[config.mk]
export PLATFORM = sky130hd
export DESIGN_NAME = ieb_enable_bank
export DESIGN_NICKNAME = d
export VERILOG_FILES = /design/src/design/ieb_pkg.sv /design/src/design/ieb_enable_bank.sv
export VERILOG_INCLUDE_DIRS = /design/src /design/src/design
export SDC_FILE = /design/constraint.sdc
export NUM_CORES = 1
export LEC_CHECK = 0
export BUFFER_PORTS_ARGS = -buffer_cell sky130_fd_sc_hd__buf_2
export CAP_MARGIN = 20
export CORE_AREA = 2 2 107 109
export CTS_CLUSTER_SIZE = 10
export DETAILED_ROUTE_END_ITERATION = 16
export DIE_AREA = 0 0 109 111
export GPL_TIMING_DRIVEN = 0
export MAX_ROUTING_LAYER = met4
export SYNTH_ARGS = -nofsm -noshare
export SYNTH_HDL_FRONTEND = slang
export SYNTH_SLANG_ARGS = --single-unit
[constraint.sdc]
create_clock -name pclk -period 0.8 [get_ports pclk]
set_input_delay 0 -clock pclk [delete_from_list [all_inputs] [get_ports pclk]]
set_output_delay 0 -clock pclk [all_outputs]
set_load 0.02 [all_outputs]
[src/design/ieb_params.svh]
// register offsets, field positions, reset values and masks for the enable bank
`ifndef IEB_PARAMS_SVH
`define IEB_PARAMS_SVH

// register byte offsets on the apb bus
`define IEB_OFF_ENABLE_LOW   12'h000
`define IEB_OFF_ENABLE_HIGH  12'h004
// reset values: every source masked
`define IEB_RST_ENABLE_LOW   32'h00000000
`define IEB_RST_ENABLE_HIGH  32'h00000000
// implemented bits of each register
`define IEB_MASK_ENABLE_LOW  32'h0000003F
`define IEB_MASK_ENABLE_HIGH 32'h010FFFFF
// low register field positions
`define IEB_BIT_CORE_TIMER   0
`define IEB_BIT_CORE_SOFT0   1
`define IEB_BIT_CORE_SOFT1   2
`define IEB_BIT_EXT_PIN0     3
`define IEB_BIT_TIMER_ONE    4
`define IEB_BIT_CAPTURE_ONE  5
// high register field positions
`define IEB_BIT_INPUT_CHANGE 0
`define IEB_BIT_CONVERTER    1
`define IEB_BIT_PARALLEL     2
`define IEB_BIT_CMP_A        3
`define IEB_BIT_CMP_B        4
`define IEB_BIT_SPI_ERR      5
`define IEB_BIT_SPI_TX       6
`define IEB_BIT_SPI_RX       7
`define IEB_BIT_SER_ERR      8
`define IEB_BIT_SER_RX       9
`define IEB_BIT_SER_TX       10
`define IEB_BIT_I2C_COLL     11
`define IEB_BIT_I2C_SLAVE    12
`define IEB_BIT_I2C_MASTER   13
`define IEB_BIT_CLOCK_FAIL   14
`define IEB_BIT_CALENDAR     15
`define IEB_BIT_DMA0         16
`define IEB_BIT_DMA3         19
`define IEB_BIT_FLASH_EVENT  24

`endif

[src/design/ieb_pkg.sv]
// types shared by the interrupt enable bank
package ieb_pkg;

  // one apb request as seen by the slave
  typedef struct packed {
    logic        sel;
    logic        enable;
    logic        write;
    logic [11:0] addr;
    logic [31:0] wdata;
  } ieb_apb_req_t;

  // both enable words carried together
  typedef struct packed {
    logic [31:0] high;
    logic [31:0] low;
  } ieb_enables_t;

endpackage

[src/design/ieb_enable_bank.sv]
// interrupt enable mask bank with apb register access
//
// The implementer's own choices: the APB slave port and the placing of the registers.
`timescale 1ns/10ps
`default_nettype none
`include "ieb_params.svh"

module ieb_enable_bank (
  input  wire logic        pclk,          // system clock, 50 MHz
  input  wire logic        presetn,       // asynchronous reset, active low
  input  wire logic        psel,          // apb select
  input  wire logic        penable,       // apb access phase
  input  wire logic        pwrite,        // apb direction, high for write
  input  wire logic [11:0] paddr,         // apb byte address
  input  wire logic [31:0] pwdata,        // apb write data
  output logic      [31:0] prdata,        // apb read data
  output logic             pready,        // apb ready
  output logic             pslverr,       // apb error for unmapped address
  input  wire logic [31:0] req_low,       // pending flags of low sources
  input  wire logic [31:0] req_high,      // pending flags of high sources
  output logic      [31:0] fwd_low,       // requests forwarded for priority
  output logic      [31:0] fwd_high,      // requests forwarded for priority
  output logic      [31:0] enable_low,    // current low enable word
  output logic      [31:0] enable_high    // current high enable word
);

  ieb_pkg::ieb_apb_req_t req;          // bundled bus request
  ieb_pkg::ieb_enables_t en;           // registered enable words
  ieb_pkg::ieb_enables_t next_en;      // next enable words
  logic [31:0]           next_prdata;  // next read data
  logic                  next_pslverr; // next error answer
  logic                  hit_low;      // address decodes the low word
  logic                  hit_high;     // address decodes the high word
  logic                  access;       // access phase of any transfer
  logic                  setup;        // setup phase of any transfer

  // bundle bus inputs
  always_comb begin
    req.sel    = psel;
    req.enable = penable;
    req.write  = pwrite;
    req.addr   = paddr;
    req.wdata  = pwdata;
  end

  // address decode; the slave never stretches a transfer
  always_comb begin
    hit_low  = (req.addr == `IEB_OFF_ENABLE_LOW);  // low enable word
    hit_high = (req.addr == `IEB_OFF_ENABLE_HIGH); // high enable word
    setup    = req.sel && !req.enable;             // first cycle of a transfer
    access   = req.sel && req.enable;              // completing cycle
    pready   = 1'b1;                               // zero wait states
  end

  // next enable words; a write lands only at the edge that completes
  // the access phase, so a setup cycle alone never disturbs the mask
  always_comb begin
    next_en = en;
    if (access && req.write) begin
      // only implemented bits take the written value
      if (hit_low) begin
        next_en.low = req.wdata & `IEB_MASK_ENABLE_LOW;
      end
      if (hit_high) begin
        next_en.high = req.wdata & `IEB_MASK_ENABLE_HIGH;
      end
    end
  end

  // read data and error answer, loaded at the end of the setup cycle so
  // that both come from flip-flops and stand through the access cycle
  always_comb begin
    next_prdata  = prdata;
    next_pslverr = pslverr;
    if (setup) begin
      // an unmapped address answers with an error and reads zero
      next_pslverr = !(hit_low || hit_high);
      next_prdata  = 32'h00000000;
      if (!req.write) begin
        // unimplemented bits read zero
        if (hit_low) begin
          next_prdata = en.low & `IEB_MASK_ENABLE_LOW;
        end
        if (hit_high) begin
          next_prdata = en.high & `IEB_MASK_ENABLE_HIGH;
        end
      end
    end
  end

  // register the enable words; reset masks every source
  always_ff @(posedge pclk or negedge presetn) begin
    if (!presetn) begin
      en.low  <= `IEB_RST_ENABLE_LOW;
      en.high <= `IEB_RST_ENABLE_HIGH;
    end else begin
      en <= next_en;
    end
  end

  // register the bus answers; they hold until the next setup cycle
  always_ff @(posedge pclk or negedge presetn) begin
    if (!presetn) begin
      prdata  <= 32'h00000000;
      pslverr <= 1'b0;
    end else begin
      prdata  <= next_prdata;
      pslverr <= next_pslverr;
    end
  end

  // gate requests; flags themselves pass untouched upstream
  always_comb begin
    fwd_low     = req_low & en.low;
    fwd_high    = req_high & en.high;
    enable_low  = en.low;
    enable_high = en.high;
  end

  // assertions

  // whole low word forwards request and enable together
  a_fwd_low_mask: assert property (@(posedge pclk) disable iff (!presetn)
    fwd_low == (req_low & enable_low))
    else $error("low forwarding does not follow enables");

  // whole high word forwards request and enable together
  a_fwd_high_mask: assert property (@(posedge pclk) disable iff (!presetn)
    fwd_high == (req_high & enable_high))
    else $error("high forwarding does not follow enables");

  // low bits above capture one never hold a one
  a_low_unimpl_zero: assert property (@(posedge pclk) disable iff (!presetn)
    (enable_low & ~`IEB_MASK_ENABLE_LOW) == 32'h00000000)
    else $error("low unimplemented bit set");

  // high unimplemented bits never hold a one
  a_high_unimpl_zero: assert property (@(posedge pclk) disable iff (!presetn)
    (enable_high & ~`IEB_MASK_ENABLE_HIGH) == 32'h00000000)
    else $error("high unimplemented bit set");

  // a completed low write shows in the next cycle
  a_write_low_takes: assert property (@(posedge pclk) disable iff (!presetn)
    (psel && penable && pwrite && paddr == `IEB_OFF_ENABLE_LOW)
      |=> enable_low == ($past(pwdata) & `IEB_MASK_ENABLE_LOW))
    else $error("low write not taken");

  // a completed high write shows in the next cycle
  a_write_high_takes: assert property (@(posedge pclk) disable iff (!presetn)
    (psel && penable && pwrite && paddr == `IEB_OFF_ENABLE_HIGH)
      |=> enable_high == ($past(pwdata) & `IEB_MASK_ENABLE_HIGH))
    else $error("high write not taken");

  // high read data stands in the access cycle
  a_read_high_data: assert property (@(posedge pclk) disable iff (!presetn)
    (psel && !penable && !pwrite && paddr == `IEB_OFF_ENABLE_HIGH)
      |=> prdata == $past(enable_high))
    else $error("high read data wrong");

  // low read data stands in the access cycle
  a_read_low_data: assert property (@(posedge pclk) disable iff (!presetn)
    (psel && !penable && !pwrite && paddr == `IEB_OFF_ENABLE_LOW)
      |=> prdata == $past(enable_low))
    else $error("low read data wrong");

  // an unmapped address answers with an error
  a_unmapped_err: assert property (@(posedge pclk) disable iff (!presetn)
    (psel && !penable && paddr != `IEB_OFF_ENABLE_LOW && paddr != `IEB_OFF_ENABLE_HIGH)
      |=> pslverr)
    else $error("unmapped address not refused");

  // no completed write, no change of either word
  a_hold_no_write: assert property (@(posedge pclk) disable iff (!presetn)
    !(psel && penable && pwrite) |=> $stable(enable_low) && $stable(enable_high))
    else $error("enable changed without a write");

  // timer one passes only while enabled
  a_timer_gate: assert property (@(posedge pclk) disable iff (!presetn)
    fwd_low[`IEB_BIT_TIMER_ONE] == (req_low[`IEB_BIT_TIMER_ONE]
      && enable_low[`IEB_BIT_TIMER_ONE]))
    else $error("timer one gate wrong");

  // flash event stays masked while disabled
  a_flash_gate: assert property (@(posedge pclk) disable iff (!presetn)
    !enable_high[`IEB_BIT_FLASH_EVENT] |-> !fwd_high[`IEB_BIT_FLASH_EVENT])
    else $error("flash event leaked while masked");

  // capture one passes only while enabled
  a_capture_gate: assert property (@(posedge pclk) disable iff (!presetn)
    fwd_low[`IEB_BIT_CAPTURE_ONE] == (req_low[`IEB_BIT_CAPTURE_ONE]
      && enable_low[`IEB_BIT_CAPTURE_ONE]))
    else $error("capture one gate wrong");

  // external pin zero passes only while enabled
  a_ext_pin_gate: assert property (@(posedge pclk) disable iff (!presetn)
    fwd_low[`IEB_BIT_EXT_PIN0] == (req_low[`IEB_BIT_EXT_PIN0]
      && enable_low[`IEB_BIT_EXT_PIN0]))
    else $error("external pin gate wrong");

  // both core soft sources pass only while enabled
  a_soft_gate: assert property (@(posedge pclk) disable iff (!presetn)
    fwd_low[`IEB_BIT_CORE_SOFT1:`IEB_BIT_CORE_SOFT0]
      == (req_low[`IEB_BIT_CORE_SOFT1:`IEB_BIT_CORE_SOFT0]
      & enable_low[`IEB_BIT_CORE_SOFT1:`IEB_BIT_CORE_SOFT0]))
    else $error("core soft gate wrong");

  // core timer passes only while enabled
  a_core_timer_gate: assert property (@(posedge pclk) disable iff (!presetn)
    fwd_low[`IEB_BIT_CORE_TIMER] == (req_low[`IEB_BIT_CORE_TIMER]
      && enable_low[`IEB_BIT_CORE_TIMER]))
    else $error("core timer gate wrong");

  // i2c slave event passes only while enabled
  a_i2c_slave_gate: assert property (@(posedge pclk) disable iff (!presetn)
    fwd_high[`IEB_BIT_I2C_SLAVE] == (req_high[`IEB_BIT_I2C_SLAVE]
      && enable_high[`IEB_BIT_I2C_SLAVE]))
    else $error("i2c slave gate wrong");

  // i2c collision passes only while enabled
  a_i2c_coll_gate: assert property (@(posedge pclk) disable iff (!presetn)
    fwd_high[`IEB_BIT_I2C_COLL] == (req_high[`IEB_BIT_I2C_COLL]
      && enable_high[`IEB_BIT_I2C_COLL]))
    else $error("i2c collision gate wrong");

  // serial transmit passes only while enabled
  a_ser_tx_gate: assert property (@(posedge pclk) disable iff (!presetn)
    fwd_high[`IEB_BIT_SER_TX] == (req_high[`IEB_BIT_SER_TX]
      && enable_high[`IEB_BIT_SER_TX]))
    else $error("serial transmit gate wrong");

  // serial receive passes only while enabled
  a_ser_rx_gate: assert property (@(posedge pclk) disable iff (!presetn)
    fwd_high[`IEB_BIT_SER_RX] == (req_high[`IEB_BIT_SER_RX]
      && enable_high[`IEB_BIT_SER_RX]))
    else $error("serial receive gate wrong");

  // serial error passes only while enabled
  a_ser_err_gate: assert property (@(posedge pclk) disable iff (!presetn)
    fwd_high[`IEB_BIT_SER_ERR] == (req_high[`IEB_BIT_SER_ERR]
      && enable_high[`IEB_BIT_SER_ERR]))
    else $error("serial error gate wrong");

  // spi receive, transmit and error pass only while enabled
  a_spi_gate: assert property (@(posedge pclk) disable iff (!presetn)
    fwd_high[`IEB_BIT_SPI_RX:`IEB_BIT_SPI_ERR]
      == (req_high[`IEB_BIT_SPI_RX:`IEB_BIT_SPI_ERR]
      & enable_high[`IEB_BIT_SPI_RX:`IEB_BIT_SPI_ERR]))
    else $error("spi gate wrong");

  // both comparators pass only while enabled
  a_cmp_gate: assert property (@(posedge pclk) disable iff (!presetn)
    fwd_high[`IEB_BIT_CMP_B:`IEB_BIT_CMP_A]
      == (req_high[`IEB_BIT_CMP_B:`IEB_BIT_CMP_A]
      & enable_high[`IEB_BIT_CMP_B:`IEB_BIT_CMP_A]))
    else $error("comparator gate wrong");

  // parallel port passes only while enabled
  a_parallel_gate: assert property (@(posedge pclk) disable iff (!presetn)
    fwd_high[`IEB_BIT_PARALLEL] == (req_high[`IEB_BIT_PARALLEL]
      && enable_high[`IEB_BIT_PARALLEL]))
    else $error("parallel port gate wrong");

  // converter done passes only while enabled
  a_converter_gate: assert property (@(posedge pclk) disable iff (!presetn)
    fwd_high[`IEB_BIT_CONVERTER] == (req_high[`IEB_BIT_CONVERTER]
      && enable_high[`IEB_BIT_CONVERTER]))
    else $error("converter gate wrong");

  // input change passes only while enabled
  a_input_change_gate: assert property (@(posedge pclk) disable iff (!presetn)
    fwd_high[`IEB_BIT_INPUT_CHANGE] == (req_high[`IEB_BIT_INPUT_CHANGE]
      && enable_high[`IEB_BIT_INPUT_CHANGE]))
    else $error("input change gate wrong");

  // dma, calendar, clock fail and i2c master pass only while enabled
  a_dma_group_gate: assert property (@(posedge pclk) disable iff (!presetn)
    fwd_high[`IEB_BIT_DMA3:`IEB_BIT_I2C_MASTER]
      == (req_high[`IEB_BIT_DMA3:`IEB_BIT_I2C_MASTER]
      & enable_high[`IEB_BIT_DMA3:`IEB_BIT_I2C_MASTER]))
    else $error("dma group gate wrong");

  // nothing is forwarded that no source has flagged
  a_no_spurious: assert property (@(posedge pclk) disable iff (!presetn)
    ((fwd_low & ~req_low) | (fwd_high & ~req_high)) == 32'h00000000)
    else $error("request forwarded without a flag");

  // cover the main transfers and a forwarded request

  c_write_low: cover property (@(posedge pclk) disable iff (!presetn)
    psel && penable && pwrite && paddr == `IEB_OFF_ENABLE_LOW);
  c_read_high: cover property (@(posedge pclk) disable iff (!presetn)
    psel && penable && !pwrite && paddr == `IEB_OFF_ENABLE_HIGH);
  c_unmapped: cover property (@(posedge pclk) disable iff (!presetn)
    psel && penable && pslverr);
  c_forward: cover property (@(posedge pclk) disable iff (!presetn)
    fwd_high[`IEB_BIT_DMA3]);

endmodule
`default_nettype wire

; ---- Word-level counts from Yosys, hierarchy flattened
; Index checks and enable logic that the tools add are counted.
[totals]
register_bits = 60
inputBits = 113
output_inout_bits = 162
wordCells = 19
[classes]
eq_ne = 1
mux = 3
n_bitwise = 2
reduce_logical = 9
[op_table]
columns = op, count
row1 = 2-to-1 mux 32 bit, 2
row2 = bitwise AND 32 x 25 -> 32 bit, 1
row3 = bitwise AND 32 x 6 -> 32 bit, 1
row4 = == test 12 x 3 -> 1 bit (second input constant), 1
row5 = zero test 12 bit, 1
row6 = 2-to-1 mux 6 bit, 1
row7 = AND reduction 2 bit, 2
row8 = logical AND 1 bit, 3
row9 = zero test 1 bit, 2
row10 = logical OR 1 bit, 1

; ---- Longest topological paths before layout
[logic_depth]
ltp_word = 4
ltp_mapped = 5
mapped_depth_nobuf = 3

; ---- Worst setup path after synthesis
; Ideal clock, no wire load.
[synth_timing]
path_type = in2reg
startpoint = input paddr[11]
endpoint = register en, in the netlist enable_high[11]
setup_ns = 0.125
t_arrival_ns = 1.463
required_time_ns = 0.675
path_slack_ns = -0.788
stages = 4
path_buffers = 1
cell_sequence = or4_4 nor4_4 buf_6 mux2_2
[synth_between]
elab_chain_cells = 2
[synth_rtl]
columns = element, line
row1 = "start, declared", ieb_enable_bank.sv:14  ; input wire logic [11:0] paddr,
row2 = == test 12 x 3 -> 1 bit (no source line), --
row3 = AND reduction 2 bit (no source line), --
row4 = "end signal, assigned", ieb_enable_bank.sv:97  ; en <= next_en;
row5 = "end, declared", ieb_enable_bank.sv:28  ; ieb_pkg::ieb_enables_t en;
; Every way passes these cells.
; A chain may end at the register's enable or synchronous reset.

; ---- Final worst setup path
[layout_timing]
startpoint = input paddr[8]
endpoint = register en, in the netlist enable_high[15]
; Same word-level chain as after synthesis.

==> flow_summary.yaml <==
run_status:
  run_status: "complete, but fails checks"
  violated_checks: "hold timing, setup timing"
routing:
  drt-total-wl_um: 8960
  post-route-drc-count: 0
  route.met3.wl_um: 670
  num_vias: 2671
  detail-route-antenna-nets: 0
  wirelength_met1_um: 3090
  dr.first_iter.drc_count: 93
  drt-wirelength-per-cell_um: 12.8
  met2WireLength_um: 4970
  top_layer: "met4"
  post_drt_via_cell_ratio: 3.81
  drt_first_pass_iters: 4
placement:
  gp_congestion: 0.764
  dpl-instance-area_um2: 4000
  port-buffer-count: 139
  place_hpwl_um: 5400
  post-place-ws_ns: -1.01
sta:
  setup_violations: 125
  final.setup.tns_ns: -32.31
  timing.final.ws_setup_ns: -0.566
  report.final.hold_viol_count: 23
  actual_transition_at_the_worst_max_transition_pin_ns: 0.579
  worst_hold_slack_after_final_layout_ns: -0.296
  final_min_period_over_clock_period_pct: 171
  finClkSkew_ns: 0.00210
  timing.final.crit_period_ns: 1.37
  slew_headroom_pct: 61.4
  final_max_slew_viol_count: 0
  achievable-frequency_mhz: 732
  setup_repair_after_global_routing_missed_its_margin: "true"
setup_path:
  worst_path_cell_with_the_longest_stage_delay: "sky130_fd_sc_hd__or4_4"
  cp-start-kind: "primary input"
  critical-path-max-stage-delay_ns: 0.57
  r2r_end: "enable_high[10]$_DFFE_PN0P_"
  cp-end-kind: "flop"
  r2r.worst_path.cells: 2
  critical_path_depth: 6
  worstPathArrival_ns: 1.54
  worstSetupEndpoint: "enable_high[15]$_DFFE_PN0P_"
  path_class: "primary input to flop"
  crit_path_cell_trace: "buf_6, or4_4, nor4_4, buf_6, buf_8, mux2_4"
  timing.critical_path.mode_cell: "sky130_fd_sc_hd__buf_6"
  critical_path_buf_inv_count: 3
  launching_point_of_the_worst_reg2reg_path: "enable_high[10]$_DFFE_PN0P_"
  worst_setup_path_startpoint: "paddr[8]"
  worst_path_dominant_cell_family: "simple AND/OR/NAND/NOR gates"
  critPathMaxFanout: 5
  timing.reg2reg.setup_slack_ns: -0.16
  required_ns: 0.97
die:
  chipHeight_um: 111
  core-area_um2: 11100
  num_io_pins: 275
  die_area_um2: 12100
  placement_rows: 39
  initial_utilization_pct: 25.2
  chipWidth_um: 109
cts:
  path_clk_slew_ns: 0.07
  cts_sink_cnt: 49
  clock_tree.root_cell: "sky130_fd_sc_hd__clkbuf_16"
  cts_inserted_buffers: 5
  cts_tree: "yes"
  clock_insertion_delay_worst_skew_ns: 0.28
  clockBufferDepth: 2
  cts-hold-fix-buffers: 21
  cts.htree.levels: 2
grt:
  global_route_wire_length_before_repair_um: 13000
  first_global_vias: 2679
  antenna_violations_before_repair: 0
  grt-ovfl-total: 0
  grt_use_total_pct: 14.1
  grt_max_degree: 50
layout:
  final_layout_size_suffix_gt1_share_pct: 65.8
  final_design_area_no_fill_um2: 5660
  finalCoreUtilization_pct: 51.1
  area_delta_synth_final_pct: 102
  nNetsFinal: 670
  n_antenna_cell: 0
logic_synthesis:
  synth_flop_cell: "sky130_fd_sc_hd__dfrtp_1"
  synth_simple_gate_area_share_pct: 12.3
  synth.top_cell.area_share_pct: 43.8
  synth_edf_count: 0
  largest_family_of_logic_cells_by_synthesized_area: "buffers and inverters"
  distinct_cell_type_count_of_the_synthesized_netlist: 21
  ys_async_sr_fraction_pct: 100
  synthTopCellsByCount: "sky130_fd_sc_hd__buf_4, sky130_fd_sc_hd__dfrtp_1, sky130_fd_sc_hd__and2_1"
  share_of_the_synthesized_area_in_compound_gates_ao_oa_aoi_oai_pct: 5.95
  postSynthAreaPerCell_um2: 11.4
  synth.most_common_cell: "sky130_fd_sc_hd__buf_4"
  synth_xor_xnor_area_share_pct: 0
  yosys.area_share.adder_pct: 0
  synth_area_um2: 2800
  synth-seq-area-share_pct: 43.8
  yosysTopAreaCell: "sky130_fd_sc_hd__dfrtp_1"
  cell_types_occupying_the_most_area_after_synthesis: "sky130_fd_sc_hd__dfrtp_1, sky130_fd_sc_hd__buf_4, sky130_fd_sc_hd__mux2_2"
  syn_inst: 245
  synth-warning-count: 0
  synth.ff_latch_count: 49
  synthMuxAreaShare_pct: 13.0
pwr:
  power.total_mw: 6.16
  worst_ir_drop_vdd_mv: 0.701
  power-per-cell-area_nw_per_um2: 1090
  power.leakage_nw: 3.16
flow_run:
  max-cap-violations: 0
min_path:
  worst_hold_path_type: "primary input to asynchronous set/reset pin"
## registers in the layout, summed over array words and instances (netlist names)
signal,count
enable_low,6
enable_high,21
prdata,21
pslverr,1
## final cells by class
type | instances | area [um2]
Clock buffer | 6 | 139
Clock inverter | 2 | 37.5
Buffer | 92 | 699
Multi-Input combinational cell | 188 | 1400
Sequential cell | 49 | 1230
Tap cell | 143 | 179
Timing Repair Buffer | 221 | 1980
Fill cell | 955 | 5420
## worst min path at each step
stage | to | slack (ns) | cells after the start
5_1_grt | enable_high[9]$_DFFE_PN0P_ | -0.27 | 1
3_3_place_gp | enable_high[14]$_DFFE_PN0P_ | 0.23 | 2
4_1_cts | enable_high[10]$_DFFE_PN0P_ | -0.03 | 1
3_5_place_dp | enable_high[14]$_DFFE_PN0P_ | 0.23 | 2
2_1_floorplan | enable_high[0]$_DFFE_PN0P_ | -0.30 | 0
6_report | enable_high[9]$_DFFE_PN0P_ | -0.30 | 1
## worst register-to-register path: cells and delay by family (launching register included)
kind                   cells  cell delay [ns]
buffers and inverters      1             0.16
DFF                        1             0.43
muxes                      1             0.26
## logic make-up (layout without fill, tap and decap cells)
logic type,after synthesis,count (layout)
other,2,86
flip-flops,49,49
AND/OR/NAND/NOR,47,47
multiplexers,33,33
buffers and inverters,92,321
AO/OA/AOI/OAI,22,22
## timing repair
item | CTS | global route
resized for setup | 218 | 26
buffers inserted | 39 | 18
pin swaps | 7 | 19
cloned | 3 | 0
setup endpoints to repair | 125 | 125
hold endpoints to repair | 76 | 23
## placed cells by master (no fill, tap or decap), types with 2 or more instances in the layout
cell	synthesis	routed
sky130_fd_sc_hd__buf_4	87	123
sky130_fd_sc_hd__buf_6	2	101
sky130_fd_sc_hd__conb_1	2	86
sky130_fd_sc_hd__buf_2	0	60
sky130_fd_sc_hd__dfrtp_1	49	48
sky130_fd_sc_hd__and2_4	0	27
sky130_fd_sc_hd__mux2_4	0	26
sky130_fd_sc_hd__dlygate4sd3_1	0	21
sky130_fd_sc_hd__a22o_1	15	15
sky130_fd_sc_hd__nand2_1	7	7
sky130_fd_sc_hd__mux2i_1	6	6
sky130_fd_sc_hd__o21ai_2	0	5
sky130_fd_sc_hd__clkbuf_16	0	5
sky130_fd_sc_hd__or4_4	3	3
sky130_fd_sc_hd__nor4_4	3	3
sky130_fd_sc_hd__buf_8	0	3
sky130_fd_sc_hd__clkbuf_1	3	2
sky130_fd_sc_hd__o21ai_1	0	2
## report_power, final
part	switching (mW)	internal [mW]	total, mW
Sequential	0.00637	2.48	2.49
Combinational	0.624	0.544	1.17
Clock	0.936	1.56	2.50
Total	1.57	4.59	6.16
## per-layer routing
| metal | vias to the layer above | track usage (%) |
|---|---|---|
| li1 | 1279 | - |
| met1 | 1225 | 14.6 |
| met2 | 149 | 26.0 |
| met3 | 18 | 2.41 |
| met4 | 0 | 5.64 |
| met5 | - | - |
## through the flow
stage | std cells | hold slack [ns]
after global placement | 611 | 0.226
final | 701 | -0.296
after CTS | 682 | -0.0311
after global routing | 701 | -0.269
after floorplan | 329 | -0.296
after detailed placement | 611 | 0.234
No activity file was read; power rests on OpenSTA's default activity.
